==> src/core/bitmode_pkg.sv <==
// constants for the per-channel mode logic: mode codes, register map, timing
// assumes a 10 MHz core clock and an AXI4-Lite register bus
package bitmode_pkg;
   // mode-set values written by software
   localparam logic [7:0] MODE_RESET = 8'h00;
   localparam logic [7:0] MODE_ASYNC_BB = 8'h01;
   localparam logic [7:0] MODE_ENGINE = 8'h02;
   localparam logic [7:0] MODE_SYNC_BB = 8'h04;
   typedef enum logic [1:0] {OP_IDLE, OP_ASYNC, OP_ENGINE, OP_SYNC} op_type;
   // register byte addresses
   localparam logic [7:0] ADDR_MODE = 8'h00;
   localparam logic [7:0] ADDR_DIR = 8'h04;
   localparam logic [7:0] ADDR_BAUD = 8'h08;
   localparam logic [7:0] ADDR_STATUS = 8'h0c;
   localparam logic [7:0] ADDR_PINS = 8'h10;
   localparam logic [7:0] ADDR_ENGCFG = 8'h14;
   // baud register fields
   localparam int BAUD_INT_W = 14;
   localparam int BAUD_FRAC_W = 4;
   localparam logic [17:0] BAUD_RESET = 18'h00010;
   // engine config fields
   localparam int ENG_ADAPT_BIT = 0;
   localparam int ENG_DIV_LSB = 8;
   localparam int ENG_DIV_W = 8;
   localparam logic [7:0] RETURNED_CLOCK_BIT = 8'h03;
   // serial clock: 30 MHz ceiling, 33.33 ns nominal period
   localparam real SCLK_MAX_MHZ = 30.0;
   localparam real SCLK_PERIOD_NS = 33.33;
   localparam real MCLK_PERIOD_NS = 100.0;
   // half period never below one core cycle, so the output stays far under its ceiling
   localparam int SCLK_MIN_HALF = (int'(SCLK_PERIOD_NS / 2.0 / MCLK_PERIOD_NS) < 1) ? 1 :
      int'(SCLK_PERIOD_NS / 2.0 / MCLK_PERIOD_NS);
   localparam int SYNC_SETUP_CYCLES = 1;
   localparam logic [1:0] RESP_OKAY = 2'b00;
   localparam logic [1:0] RESP_SLVERR = 2'b10;
endpackage : bitmode_pkg

==> src/core/bitmode_channel.sv <==
// one bridge channel: mode selection, bit-bang parallel port and a serial engine shell
// assumes byte streams from/to the usb buffers with valid/ready, pins from off-chip
// Notes on behaviour
// - mode 2 enables the serial engine; mode 0 resets channel mode logic.
// - mode 1 selects asynchronous bit-bang.
// - mode 4 selects synchronous bit-bang.
// - serial engine exists only on channels 0 and 1.
// - engine is configured and run only by command bytes in the host stream; here divider and adaptive flag are set through the ENGCFG register.
// - engine sustains up to 30 Mbit/s serial transfers; here the 10 MHz core limits the serial clock to 5 MHz.
// - serial clock at most 30 MHz, slower rates by an internal divider.
// - adaptive clocking raises clock, waits for returned clock on gpio bit3, then changes data.
// - adaptive clocking is off after reset, on only when commanded.
// - every channel can act as sync or async bit-bang port.
// - each pin individually input or output; data drives output pins only.
// - async bit-bang places host bytes on pins at the baud tick rate.
// - async outputs change only with pending data and a tick, else hold.
// - sync bit-bang updates pins and samples inputs only when a byte is taken.
// - sync bit-bang proceeds only when the transmit buffer has room.
// - pins sampled before driving, so returned data lags one byte; here bytes taken two cycles apart return pins from two bytes back.
// - sync cycle: read pins, forward, drive new value, one setup cycle.
// - no read or write strobe pins are driven in bit-bang.
// - baud tick from 120 MHz reference, 14-bit prescaler plus fraction.
//
// The implementer's own choices: the register addresses and the AXI4-Lite interface to the registers.
`timescale 1ns/1ps
`default_nettype none
module bitmode_channel #(
   parameter int CHANNEL_INDEX = 0,
   parameter int PORT_W = 8
) (
   // clock and reset
   input wire logic mclk_in,
   input wire logic rst_n_in,
   // 120 MHz-derived reference enable, one cycle per reference tick
   input wire logic ref_tick_in,
   // axi4-lite slave
   input wire logic [7:0] s_axi_awaddr,
   input wire logic s_axi_awvalid,
   output logic s_axi_awready,
   input wire logic [31:0] s_axi_wdata,
   input wire logic [3:0] s_axi_wstrb,
   input wire logic s_axi_wvalid,
   output logic s_axi_wready,
   output logic [1:0] s_axi_bresp,
   output logic s_axi_bvalid,
   input wire logic s_axi_bready,
   input wire logic [7:0] s_axi_araddr,
   input wire logic s_axi_arvalid,
   output logic s_axi_arready,
   output logic [31:0] s_axi_rdata,
   output logic [1:0] s_axi_rresp,
   output logic s_axi_rvalid,
   input wire logic s_axi_rready,
   // usb receive buffer (host to device)
   input wire logic [7:0] rx_data_in,
   input wire logic rx_valid_in,
   output logic rx_ready_out,
   // usb transmit buffer (device to host)
   output logic [7:0] tx_data_out,
   output logic tx_valid_out,
   input wire logic tx_ready_in,
   // parallel pins
   input wire logic [PORT_W-1:0] pins_in,
   output logic [PORT_W-1:0] pins_out,
   output logic [PORT_W-1:0] pins_oe_out,
   // serial engine pins
   output logic serial_clock_out,
   output logic serial_data_out,
   // engine command bytes handed to the external command decoder
   output logic [7:0] engine_cmd_out,
   output logic engine_cmd_valid_out
);
   localparam bit HAS_ENGINE = (CHANNEL_INDEX < 2);

   bitmode_pkg::op_type op_reg;
   logic [PORT_W-1:0] dir_reg;
   logic [17:0] baud_reg;
   logic adapt_reg;
   logic [bitmode_pkg::ENG_DIV_W-1:0] div_reg;
   logic [PORT_W-1:0] pin_s1_reg, pin_s2_reg;
   logic [PORT_W-1:0] out_reg;
   logic [7:0] pend_reg;
   logic pend_valid_reg;
   logic [7:0] tx_reg;
   logic tx_valid_reg;
   logic setup_reg;

   // pin synchroniser: only the second stage is read
   // no reset: pins settle alone
   always_ff @(posedge mclk_in) begin
      pin_s1_reg <= pins_in;
      pin_s2_reg <= pin_s1_reg;
   end

   // register bus: single outstanding write and read
   logic aw_hold_reg, w_hold_reg;
   logic [7:0] aw_addr_reg;
   logic [31:0] w_data_reg;
   logic [3:0] w_strb_reg;
   logic do_write;
   assign s_axi_awready = !aw_hold_reg && !s_axi_bvalid;
   assign s_axi_wready = !w_hold_reg && !s_axi_bvalid;
   assign do_write = aw_hold_reg && w_hold_reg;
   // no new halves while bvalid stands

   always_ff @(posedge mclk_in) begin
      if (!rst_n_in) begin
         aw_hold_reg <= 1'b0;
         w_hold_reg <= 1'b0;
         aw_addr_reg <= 8'h00;
         w_data_reg <= 32'h0000_0000;
         w_strb_reg <= 4'h0;
      end else begin
         if (s_axi_awvalid && s_axi_awready) begin
            aw_hold_reg <= 1'b1;
            aw_addr_reg <= s_axi_awaddr;
         end else if (do_write) begin
            aw_hold_reg <= 1'b0;
         end
         if (s_axi_wvalid && s_axi_wready) begin
            w_hold_reg <= 1'b1;
            w_data_reg <= s_axi_wdata;
            w_strb_reg <= s_axi_wstrb;
         end else if (do_write) begin
            w_hold_reg <= 1'b0;
         end
      end
   end

   // unmapped writes get an error
   logic addr_ok_w;
   always_comb begin
      unique case (aw_addr_reg)
         bitmode_pkg::ADDR_MODE, bitmode_pkg::ADDR_DIR, bitmode_pkg::ADDR_BAUD,
         bitmode_pkg::ADDR_STATUS, bitmode_pkg::ADDR_PINS, bitmode_pkg::ADDR_ENGCFG: addr_ok_w = 1'b1;
         default: addr_ok_w = 1'b0;
      endcase
   end

   always_ff @(posedge mclk_in) begin
      if (!rst_n_in) begin
         s_axi_bvalid <= 1'b0;
         s_axi_bresp <= bitmode_pkg::RESP_OKAY;
      end else if (do_write) begin
         s_axi_bvalid <= 1'b1;
         s_axi_bresp <= addr_ok_w ? bitmode_pkg::RESP_OKAY : bitmode_pkg::RESP_SLVERR;
      end else if (s_axi_bready) begin
         s_axi_bvalid <= 1'b0;
      end
   end

   // mode register: unknown codes and engine on channels without one are refused
   // a refused code keeps the mode
   logic wr_mode;
   assign wr_mode = do_write && aw_addr_reg == bitmode_pkg::ADDR_MODE && w_strb_reg[0];
   always_ff @(posedge mclk_in) begin
      if (!rst_n_in) begin
         op_reg <= bitmode_pkg::OP_IDLE;
      end else if (wr_mode) begin
         unique case (w_data_reg[7:0])
            bitmode_pkg::MODE_RESET: op_reg <= bitmode_pkg::OP_IDLE;
            bitmode_pkg::MODE_ENGINE: op_reg <= HAS_ENGINE ? bitmode_pkg::OP_ENGINE : op_reg;
            bitmode_pkg::MODE_ASYNC_BB: op_reg <= bitmode_pkg::OP_ASYNC;
            bitmode_pkg::MODE_SYNC_BB: op_reg <= bitmode_pkg::OP_SYNC;
            default: op_reg <= op_reg;
         endcase
      end
   end
   logic mode_reset;
   assign mode_reset = wr_mode && w_data_reg[7:0] == bitmode_pkg::MODE_RESET;
   // mode 0 keeps direction and baud

   always_ff @(posedge mclk_in) begin
      if (!rst_n_in) begin
         dir_reg <= '0;
      end else if (do_write && aw_addr_reg == bitmode_pkg::ADDR_DIR && w_strb_reg[0]) begin
         // 1 marks an output pin
         dir_reg <= w_data_reg[PORT_W-1:0];
      end
   end

   always_ff @(posedge mclk_in) begin
      if (!rst_n_in) begin
         baud_reg <= bitmode_pkg::BAUD_RESET;
      end else if (do_write && aw_addr_reg == bitmode_pkg::ADDR_BAUD) begin
         // strobes ignored: written whole
         baud_reg <= w_data_reg[17:0];
      end
   end

   always_ff @(posedge mclk_in) begin
      if (!rst_n_in || mode_reset) begin
         adapt_reg <= 1'b0;
         div_reg <= '0;
      end else if (do_write && aw_addr_reg == bitmode_pkg::ADDR_ENGCFG && HAS_ENGINE) begin
         // only where an engine exists
         adapt_reg <= w_data_reg[bitmode_pkg::ENG_ADAPT_BIT];
         div_reg <= w_data_reg[bitmode_pkg::ENG_DIV_LSB +: bitmode_pkg::ENG_DIV_W];
      end
   end

   // read side
   // answer one cycle after the address
   assign s_axi_arready = !s_axi_rvalid;
   always_ff @(posedge mclk_in) begin
      if (!rst_n_in) begin
         s_axi_rvalid <= 1'b0;
         s_axi_rdata <= 32'h0000_0000;
         s_axi_rresp <= bitmode_pkg::RESP_OKAY;
      end else if (s_axi_arvalid && s_axi_arready) begin
         s_axi_rvalid <= 1'b1;
         s_axi_rresp <= bitmode_pkg::RESP_OKAY;
         unique case (s_axi_araddr)
            bitmode_pkg::ADDR_MODE: s_axi_rdata <= {30'h0, op_reg};
            bitmode_pkg::ADDR_DIR: s_axi_rdata <= 32'(dir_reg);
            bitmode_pkg::ADDR_BAUD: s_axi_rdata <= {14'h0, baud_reg};
            bitmode_pkg::ADDR_STATUS: s_axi_rdata <= {28'h0, HAS_ENGINE, setup_reg, pend_valid_reg, tx_valid_reg};
            bitmode_pkg::ADDR_PINS: s_axi_rdata <= 32'(pin_s2_reg);
            bitmode_pkg::ADDR_ENGCFG: s_axi_rdata <= {16'h0, div_reg, 7'h0, adapt_reg};
            default: begin
               s_axi_rdata <= 32'h0000_0000;
               s_axi_rresp <= bitmode_pkg::RESP_SLVERR;
            end
         endcase
      end else if (s_axi_rready) begin
         s_axi_rvalid <= 1'b0;
      end
   end

   // baud generator: integer plus sixteenths, counted in reference ticks
   // reset value ticks on every reference tick
   localparam int BAUD_ACC_W = bitmode_pkg::BAUD_INT_W + bitmode_pkg::BAUD_FRAC_W;
   logic [BAUD_ACC_W-1:0] baud_cnt_reg;
   logic baud_tick;
   logic [BAUD_ACC_W-1:0] baud_step;
   assign baud_step = {{(BAUD_ACC_W-1){1'b0}}, 1'b1} << bitmode_pkg::BAUD_FRAC_W;
   assign baud_tick = ref_tick_in && (baud_cnt_reg + baud_step >= baud_reg);
   always_ff @(posedge mclk_in) begin
      if (!rst_n_in || mode_reset) begin
         baud_cnt_reg <= '0;
      end else if (ref_tick_in) begin
         baud_cnt_reg <= baud_tick ? BAUD_ACC_W'(baud_cnt_reg + baud_step - baud_reg) :
            BAUD_ACC_W'(baud_cnt_reg + baud_step);
      end
   end

   // byte intake from the receive buffer
   // sync waits for a free tx slot
   logic sync_take, async_take, eng_take;
   assign async_take = op_reg == bitmode_pkg::OP_ASYNC && !pend_valid_reg && rx_valid_in;
   assign sync_take = op_reg == bitmode_pkg::OP_SYNC && rx_valid_in && !tx_valid_reg && !setup_reg;
   assign eng_take = op_reg == bitmode_pkg::OP_ENGINE && rx_valid_in;
   assign rx_ready_out = (op_reg == bitmode_pkg::OP_ASYNC && !pend_valid_reg) || sync_take || eng_take;

   // asynchronous bit-bang holding byte
   always_ff @(posedge mclk_in) begin
      if (!rst_n_in || mode_reset) begin
         pend_valid_reg <= 1'b0;
         pend_reg <= 8'h00;
      end else if (async_take) begin
         pend_valid_reg <= 1'b1;
         pend_reg <= rx_data_in;
      end else if (pend_valid_reg && baud_tick) begin
         pend_valid_reg <= 1'b0;
      end
   end

   // output latch: one host byte maps onto the eight pins
   always_ff @(posedge mclk_in) begin
      if (!rst_n_in || mode_reset) begin
         out_reg <= '0;
      end else if (op_reg == bitmode_pkg::OP_ASYNC && pend_valid_reg && baud_tick) begin
         out_reg <= pend_reg[PORT_W-1:0];
      end else if (sync_take) begin
         out_reg <= rx_data_in[PORT_W-1:0];
      end
   end

   // sync capture: pins read before the new byte lands, hence one byte behind, or two when bytes are taken two cycles apart
   always_ff @(posedge mclk_in) begin
      if (!rst_n_in || mode_reset) begin
         tx_valid_reg <= 1'b0;
         tx_reg <= 8'h00;
      end else if (sync_take) begin
         tx_valid_reg <= 1'b1;
         tx_reg <= 8'(pin_s2_reg);
      end else if (tx_ready_in) begin
         tx_valid_reg <= 1'b0;
      end
   end
   // slot frees on tx_ready_in
   assign tx_valid_out = tx_valid_reg;
   assign tx_data_out = tx_reg;

   // one setup cycle after each drive before the next byte
   // limitation: one core cycle only
   always_ff @(posedge mclk_in) begin
      if (!rst_n_in || mode_reset) begin
         setup_reg <= 1'b0;
      end else begin
         setup_reg <= sync_take;
      end
   end

   // only bit-bang modes drive parallel pins, and only those set as outputs; no strobe pins exist
   logic bb_active;
   assign bb_active = op_reg == bitmode_pkg::OP_ASYNC || op_reg == bitmode_pkg::OP_SYNC;
   // gated: no stale latch in engine mode
   assign pins_out = bb_active ? out_reg & dir_reg : '0;
   assign pins_oe_out = bb_active ? dir_reg : '0;

   // serial engine shell: command bytes are forwarded verbatim to the decoder
   // one pulse per forwarded byte
   always_ff @(posedge mclk_in) begin
      if (!rst_n_in || mode_reset) begin
         engine_cmd_valid_out <= 1'b0;
         engine_cmd_out <= 8'h00;
      end else begin
         engine_cmd_valid_out <= eng_take;
         if (eng_take) begin
            engine_cmd_out <= rx_data_in;
         end
      end
   end

   // serial clock divider; the 10 MHz core keeps the rate below the 30 MHz ceiling
   // div 0: one core cycle per half
   logic [bitmode_pkg::ENG_DIV_W-1:0] half_cnt_reg;
   logic sclk_reg, sdata_reg, wait_returned_clock_reg;
   logic returned_clock_w;
   logic half_done;
   assign returned_clock_w = pin_s2_reg[bitmode_pkg::RETURNED_CLOCK_BIT[2:0]];
   // act on a fresh rise only
   logic returned_clock_last_reg;
   always_ff @(posedge mclk_in) begin
      if (!rst_n_in) begin
         returned_clock_last_reg <= 1'b0;
      end else begin
         returned_clock_last_reg <= returned_clock_w;
      end
   end

   assign half_done = half_cnt_reg >= div_reg + bitmode_pkg::ENG_DIV_W'(bitmode_pkg::SCLK_MIN_HALF - 1);
   always_ff @(posedge mclk_in) begin
      if (!rst_n_in || mode_reset || op_reg != bitmode_pkg::OP_ENGINE) begin
         half_cnt_reg <= '0;
         sclk_reg <= 1'b0;
         sdata_reg <= 1'b0;
         wait_returned_clock_reg <= 1'b0;
      end else if (wait_returned_clock_reg) begin
         // no timeout by design
         if (returned_clock_w && !returned_clock_last_reg) begin
            wait_returned_clock_reg <= 1'b0;
            sdata_reg <= engine_cmd_out[0];
         end
      end else if (half_done) begin
         half_cnt_reg <= '0;
         sclk_reg <= !sclk_reg;
         if (!sclk_reg && adapt_reg) begin
            wait_returned_clock_reg <= 1'b1;
         end else if (sclk_reg && !adapt_reg) begin
            sdata_reg <= engine_cmd_out[0];
         end
      end else begin
         half_cnt_reg <= half_cnt_reg + 1'b1;
      end
   end
   assign serial_clock_out = sclk_reg;
   assign serial_data_out = sdata_reg;
endmodule : bitmode_channel
`default_nettype wire

==> config.mk <==
export PLATFORM = sky130hd
export DESIGN_NAME = bitmode_channel
export DESIGN_NICKNAME = d
export VERILOG_FILES = /design/src/core/bitmode_pkg.sv /design/src/core/bitmode_channel.sv
export SDC_FILE = /design/constraint.sdc
export NUM_CORES = 1
export LEC_CHECK = 0
export ABC_AREA = 0
export BUFFER_PORTS_ARGS = -buffer_cell sky130_fd_sc_hd__buf_2
export CAP_MARGIN = 20
export CORE_MARGIN = 5
export CORE_UTILIZATION = 45
export DETAILED_ROUTE_END_ITERATION = 10
export GPL_TIMING_DRIVEN = 1
export PLACE_DENSITY = 0.67
export SLEW_MARGIN = 10
export SYNTH_ARGS = -nofsm -noshare
export SYNTH_HDL_FRONTEND = slang
export SYNTH_SLANG_ARGS = --single-unit
==> constraint.sdc <==
create_clock -name mclk_in -period 4.4 [get_ports mclk_in]
set_input_delay 0 -clock mclk_in [delete_from_list [all_inputs] [get_ports mclk_in]]
set_output_delay 0 -clock mclk_in [all_outputs]
set_load 0.01 [all_outputs]
==> results of run 1 <==
[routing by layer]
metal,vias up,GRT usage (%),part of all wire [%]
met5,-,0,0
met4,0,6.068,1.7
met3,34,4.221,5.0
met2,213,32.97,45
met1,3469,30.61,48
li1,3776,-,-
[where the power goes]
group          internal (mW)  switching (mW)  total [mW]
Clock                  0.766           0.679        1.45
Combinational          0.853            1.15        2.00
Sequential              1.63           0.104        1.74
[synthesized netlist by cell type (3+ instances only)]
library cell | number | area share (%)
o21ai_0 | 40 | 2.4
buf_2 | 5 | 0.30
nand3_1 | 30 | 1.8
o21a_1 | 6 | 0.54
buf_4 | 17 | 1.5
inv_1 | 36 | 1.6
a21o_1 | 9 | 0.81
nor2b_1 | 15 | 1.1
ha_1 | 29 | 4.3
nor2_1 | 33 | 1.5
nor4_1 | 5 | 0.37
nand4_1 | 7 | 0.52
a22oi_1 | 9 | 0.81
a21boi_0 | 61 | 5.5
xor2_1 | 11 | 1.1
nor3_1 | 12 | 0.72
nand2_1 | 223 | 10
a21oi_1 | 76 | 4.5
nand3b_1 | 3 | 0.27
a222oi_1 | 5 | 0.60
and3_1 | 18 | 1.3
dfxtp_1 | 170 | 41
a31oi_1 | 5 | 0.37
or4_1 | 3 | 0.27
o211ai_1 | 4 | 0.36
a311o_1 | 3 | 0.36
xnor2_1 | 21 | 2.2
and2_1 | 35 | 2.6
clkbuf_1 | 43 | 1.9
nand2b_1 | 7 | 0.52
a211oi_1 | 12 | 1.1
or3_1 | 4 | 0.30
mux2i_1 | 20 | 2.4
a221oi_1 | 3 | 0.31
[per-stage QoR]
stage | utilization [%] | cells
floorplan | - | 1036
global placement | 48.78 | 1328
detailed placement | 48.78 | 1328
CTS | 54.55 | 1410
global route | 54.55 | 1410
finish | 54.57 | 1411
[final timing paths]
kind,from,to,slack [ns],cells after the start
max reg2reg,baud_cnt_reg[6],baud_cnt_reg[8],0.56,13
max,baud_cnt_reg[6],baud_cnt_reg[8],0.56,13
min reg2reg,pin_s1_reg[3],pin_s2_reg[3],0.33,0
min,s_axi_awvalid,aw_addr_reg[3],0.07,4
[critical path: stages, from the launching register on]
cell	delay, ns
dfxtp_1	0.42
and4_1	0.34
and3_1	0.27
and2_1	0.23
xor2_1	0.10
ha_1	0.39
nand4_1	0.29
nor4_1	0.39
a221oi_1	0.14
o21ai_2	0.31
or2_1	0.30
buf_4	0.24
mux2i_1	0.21
a21oi_1	0.08
[cell type report]
type | instances | area, µm²
diodes | 1 | 2.502
repair buffers | 177 | 1149
fillers | 1710 | 8413
well taps | 234 | 292.8
flip-flops and latches | 170 | 3403
multi-input cells | 761 | 4553
inverters | 36 | 135.1
clock buffers | 19 | 442.9
clock inverters | 13 | 126.4
[cell families (layout without fill, tap and decap cells)]
kind of cell	after synthesis	in the layout	share of synthesized area (%)
xor+xnor	32	32	3.345
other cells	1	17	0.04475
fa+ha+maj	30	30	4.569
compound gates	255	255	20.46
buf+inv	105	245	5.853
flops	170	170	40.62
simple gates	407	407	22.59
mux	21	21	2.523
==> reports/qor.yml, run 1 <==
grt_use_total_pct: 21.42
areaGrowthSynthToFinish_pct: 20.59
synthFlopType: "dfxtp_1"
crit_arrival_ns: 4.12
critPathRequiredTime_ns: 4.68
timing.hold.ws_ns: 0.06830
finalHoldViolations: 0
drive_above_1_share_pct: 14.63
num_rows: 50
wl_mm: 23.32
grt_pass1_wl_mm: 37.31
netlist_instances: 1021
first_pass_iters: 5
start_util_pct: 45.25
slew_viol_final: 0
via_count: 7492
clkLatencyLatePin_ns: 0.43
die_x_um: 146.5
fin_ws_ns: 0.5603
p_leak_nw: 4.111
worstSetupStartpointType: "flop"
io_pins: 156
hold_buffers: 50
die_area_um2: 21450
final_common_cell: "nand2_1"
htree_levels: 4
grt_max_degree: 82
synth_area_um2: 8379
finalCritPeriodShare_pct: 87.27
fin_nets: 1271
final.setup.tns_ns: 0
final_cell_mix: "nand2_1, dfxtp_1, buf_2"
clkSinkCount: 170
fin_area_um2: 10100
drtIter0Drc: 766
period_needed_ns: 3.840
overflow: 0
worstSetupPathType: "flop to flop"
place.port_buffers: 122
worst_clock_skew_ns: 0.01182
worstPathMaxFanout: 8
wire_per_inst_um: 16.53
ctsResizeCount: 0
gp_congestion: 0.9235
synth_enable_flop_cells: 0
clkTransAtPathRegs_ns: 0.07
core-area_um2: 18520
cts_tree: "built"
power_density_nw_per_um2: 513.1
ys_warn_count: 0
ir_drop_mv: 0.3939
async_flop_share_pct: 0
ys_ff_latch: 170
ys_types: 65
setup_viol: 0
hold_class: "input pin to flop"
viasPerCell: 5.310
cts_buffers: 17
cts_setup_buffers: 0
preCtsSetupSlack_ns: 0.6041
cts_buffer_depth: 2
dieHeight_um: 146.5
synth_area_per_cell_um2: 8.207
rsz0062_at_grt: "false"
outcome: "finished, final reports clean"
root_buffer: "clkbuf_16"
fmax_mhz: 260.4
worstMarginPinSlew_ns: 0.9750
p_total_mw: 5.184
drtAntennaViolNets: 0
max_cap_viol_count: 0
end_kind: "flop"
drc: 0
dp_hpwl_mm: 16.50
placed_cell_area_um2: 9032
antenna_found_initial: 0
synth_seq_area_share_pct: 40.62
grt_pass1_vias: 6943
relSlewSlack_pct: 34.82
Power figures use the tool's default switching activity.
==> run 2: changes to the inputs <==
- CTS_BUF_LIST: unset -> sky130_fd_sc_hd__clkbuf_16
- SLEW_MARGIN: 10 -> unset
==> run 2 against run 1 <==
  * Sequential share of layout area is essentially flat
  * Flip-flop and latch count unchanged
  * First-iteration DRC count down 5.1%
  * Cell area is essentially flat
  * Critical path type unchanged
  * Largest cell class unchanged
  * Highest routed layer unchanged
==> reports/qor.yml, run 2 (synthesis results as in run 1) <==
outcome: "finished, final reports clean"
num_rows: 50  # unchanged
drive_above_1_share_pct: 14.54  # -0.085 points
start_util_pct: 45.25  # unchanged
slew_viol_final: 0  # unchanged
grt_max_degree: 82  # unchanged
wl_mm: 23.34  # +0.10%
die_x_um: 146.5  # unchanged
cts_buffers: 17  # unchanged
dieHeight_um: 146.5  # unchanged
ir_drop_mv: 0.3991  # +1.3%
htree_levels: 4  # unchanged
drtAntennaViolNets: 0  # unchanged
antenna_found_initial: 0  # unchanged
wire_per_inst_um: 16.54  # +0.10%
clkTransAtPathRegs_ns: 0.07  # about the same
holdPathStages: 4  # unchanged
hold_class: "input pin to flop"
die_area_um2: 21450  # unchanged
grt_pass1_wl_mm: 37.31  # unchanged
clkSinkCount: 170  # unchanged
drc: 0  # unchanged
place.port_buffers: 122  # unchanged
end_kind: "flop"
dp.cells: 1328  # unchanged
power_density_nw_per_um2: 511.9  # -0.22%
cp_top_family: "simple AND/OR/NAND/NOR gates"
areaGrowthSynthToFinish_pct: 20.47  # about the same
worstSetupStartpointType: "flop"
crit_chain: "and4_1 > and3_1 > and2_1 > xor2_1 > ha_1 > nand4_1 > nor4_1 > a221oi_1 > o21ai_2 > or2_1 > buf_4 > mux2i_1 > a21oi_1"
finalCritPeriodShare_pct: 87.07  # -0.20 points
fin_nets: 1271  # unchanged
via_count: 7483  # -0.12%
setup_viol: 0  # unchanged
crit_buf_inv: 1  # unchanged
critical_path.max_stage_delay_ns: 0.42  # about the same
dp_hpwl_mm: 16.50  # unchanged
drtIter0Drc: 727  # -5.1%
max_cap_viol_count: 0  # unchanged
worstSetupPathType: "flop to flop"
grt_use_total_pct: 21.42  # unchanged
viasPerCell: 5.303  # -0.12%
final_common_cell: "nand2_1"
nFillCells: 1711  # +0.058%
period_needed_ns: 3.831  # -0.008680 ns
final_cell_mix: "nand2_1, dfxtp_1, buf_2"
p_leak_nw: 4.110  # about the same
worstMarginPinSlew_ns: 0.9852  # +0.01025 ns
fmax_mhz: 261.0  # +0.23%
critPathSlowestCell: "dfxtp_1"
core-area_um2: 18520  # unchanged
finalHoldViolations: 0  # unchanged
rsz0062_at_grt: "false"
grt_pass1_vias: 6945  # +0.029%
final_cells: 1411  # unchanged
first_pass_iters: 6  # +1
relSlewSlack_pct: 34.13  # -0.68 points
gp_congestion: 0.9235  # unchanged
worst-path-stages: 13  # unchanged
cts_setup_buffers: 0  # unchanged
final.setup.tns_ns: 0  # unchanged
root_buffer: "clkbuf_16"
crit_arrival_ns: 4.11  # about the same
clkLatencyLatePin_ns: 0.43  # about the same
worstPathMaxFanout: 8  # unchanged
overflow: 0  # unchanged
io_pins: 156  # unchanged
cts_buffer_depth: 2  # unchanged
worst_clock_skew_ns: 0.01150  # -0.0003198 ns
critPathRequiredTime_ns: 4.68  # about the same
cts_tree: "built"
worstRegToRegCells: 13  # unchanged
==> run 2: cell types whose count changed in the layout (fill, tap and decap cells not counted) <==
| cell | change |
|---|---|
| clkbuf_1 | -1 |
| clkbuf_8 | -1 |
| clkinv_1 | +1 |
| inv_1 | +1 |
==> run 2: final cells by class <==
type                            count  area (µm²)  area share [%]
Antenna cell                        1       2.502         0.02479
Tap cell                          234       292.8           2.900
Timing Repair Buffer              177        1149           11.38
Multi-Input combinational cell    761        4553           45.10
Sequential cell                   170        3403           33.71
Inverter                           36       135.1           1.339
Clock inverter                     15       133.9           1.326
Clock buffer                       17       425.4           4.214
==> run 2: where the power goes <==
group	switching, mW	internal [mW]	total (mW)
clock	0.684	0.746	1.43
sequential	0.104	1.63	1.74
combinational	1.15	0.853	2.00
total	1.93	3.23	5.17
==> run 2: timing repair <==
item | CTS | global route
gates resized for setup | 0 | 0
endpoints found under the hold margin | 64 | 0
hold buffers | 50 | 0
endpoints found under the setup margin | 0 | 0
==> run 2: per-layer routing <==
layer / global-route usage, % / share of wire [%]
met1: 30.61 / 48
met2: 32.97 / 46
met3: 4.221 / 4.9
met4: 6.068 / 1.6
met5: 0 / 0
==> run 2: final timing paths <==
check / from / to / slack [ns]
max reg2reg: baud_cnt_reg[6] / baud_cnt_reg[7] / 0.57
max: baud_cnt_reg[6] / baud_cnt_reg[7] / 0.57
min reg2reg: pin_s1_reg[3] / pin_s2_reg[3] / 0.33
min: s_axi_awvalid / aw_addr_reg[5] / 0.07
==> run 2: per-stage QoR <==
stage | worst slack (ns) | util, % | area (µm²) | hold slack, ns | power (mW)
final | 0.5690 | 54.51 | 10090 | 0.06566 | 5.168
after global routing | 0.2498 | 54.50 | 10090 | 0.09333 | 5.449
after CTS | 0.5737 | 54.50 | 10090 | 0.05687 | 5.150
after detailed placement | 0.6041 | 48.78 | 9032 | 0.1047 | 3.687
after global placement | 0.6937 | 48.78 | 9032 | 0.1043 | 3.688
after floorplan | 1.246 | - | 8436 | 0.02772 | 3.292
==> run 2: worst register-to-register path, delay by kind of cell (launching register included) <==
family          cells  cell delay (ns)
buf+inv             1             0.23
flops               1             0.42
mux                 1             0.20
fa+ha+maj           1             0.40
simple gates        6             1.82
xor+xnor            1             0.10
compound gates      3             0.53
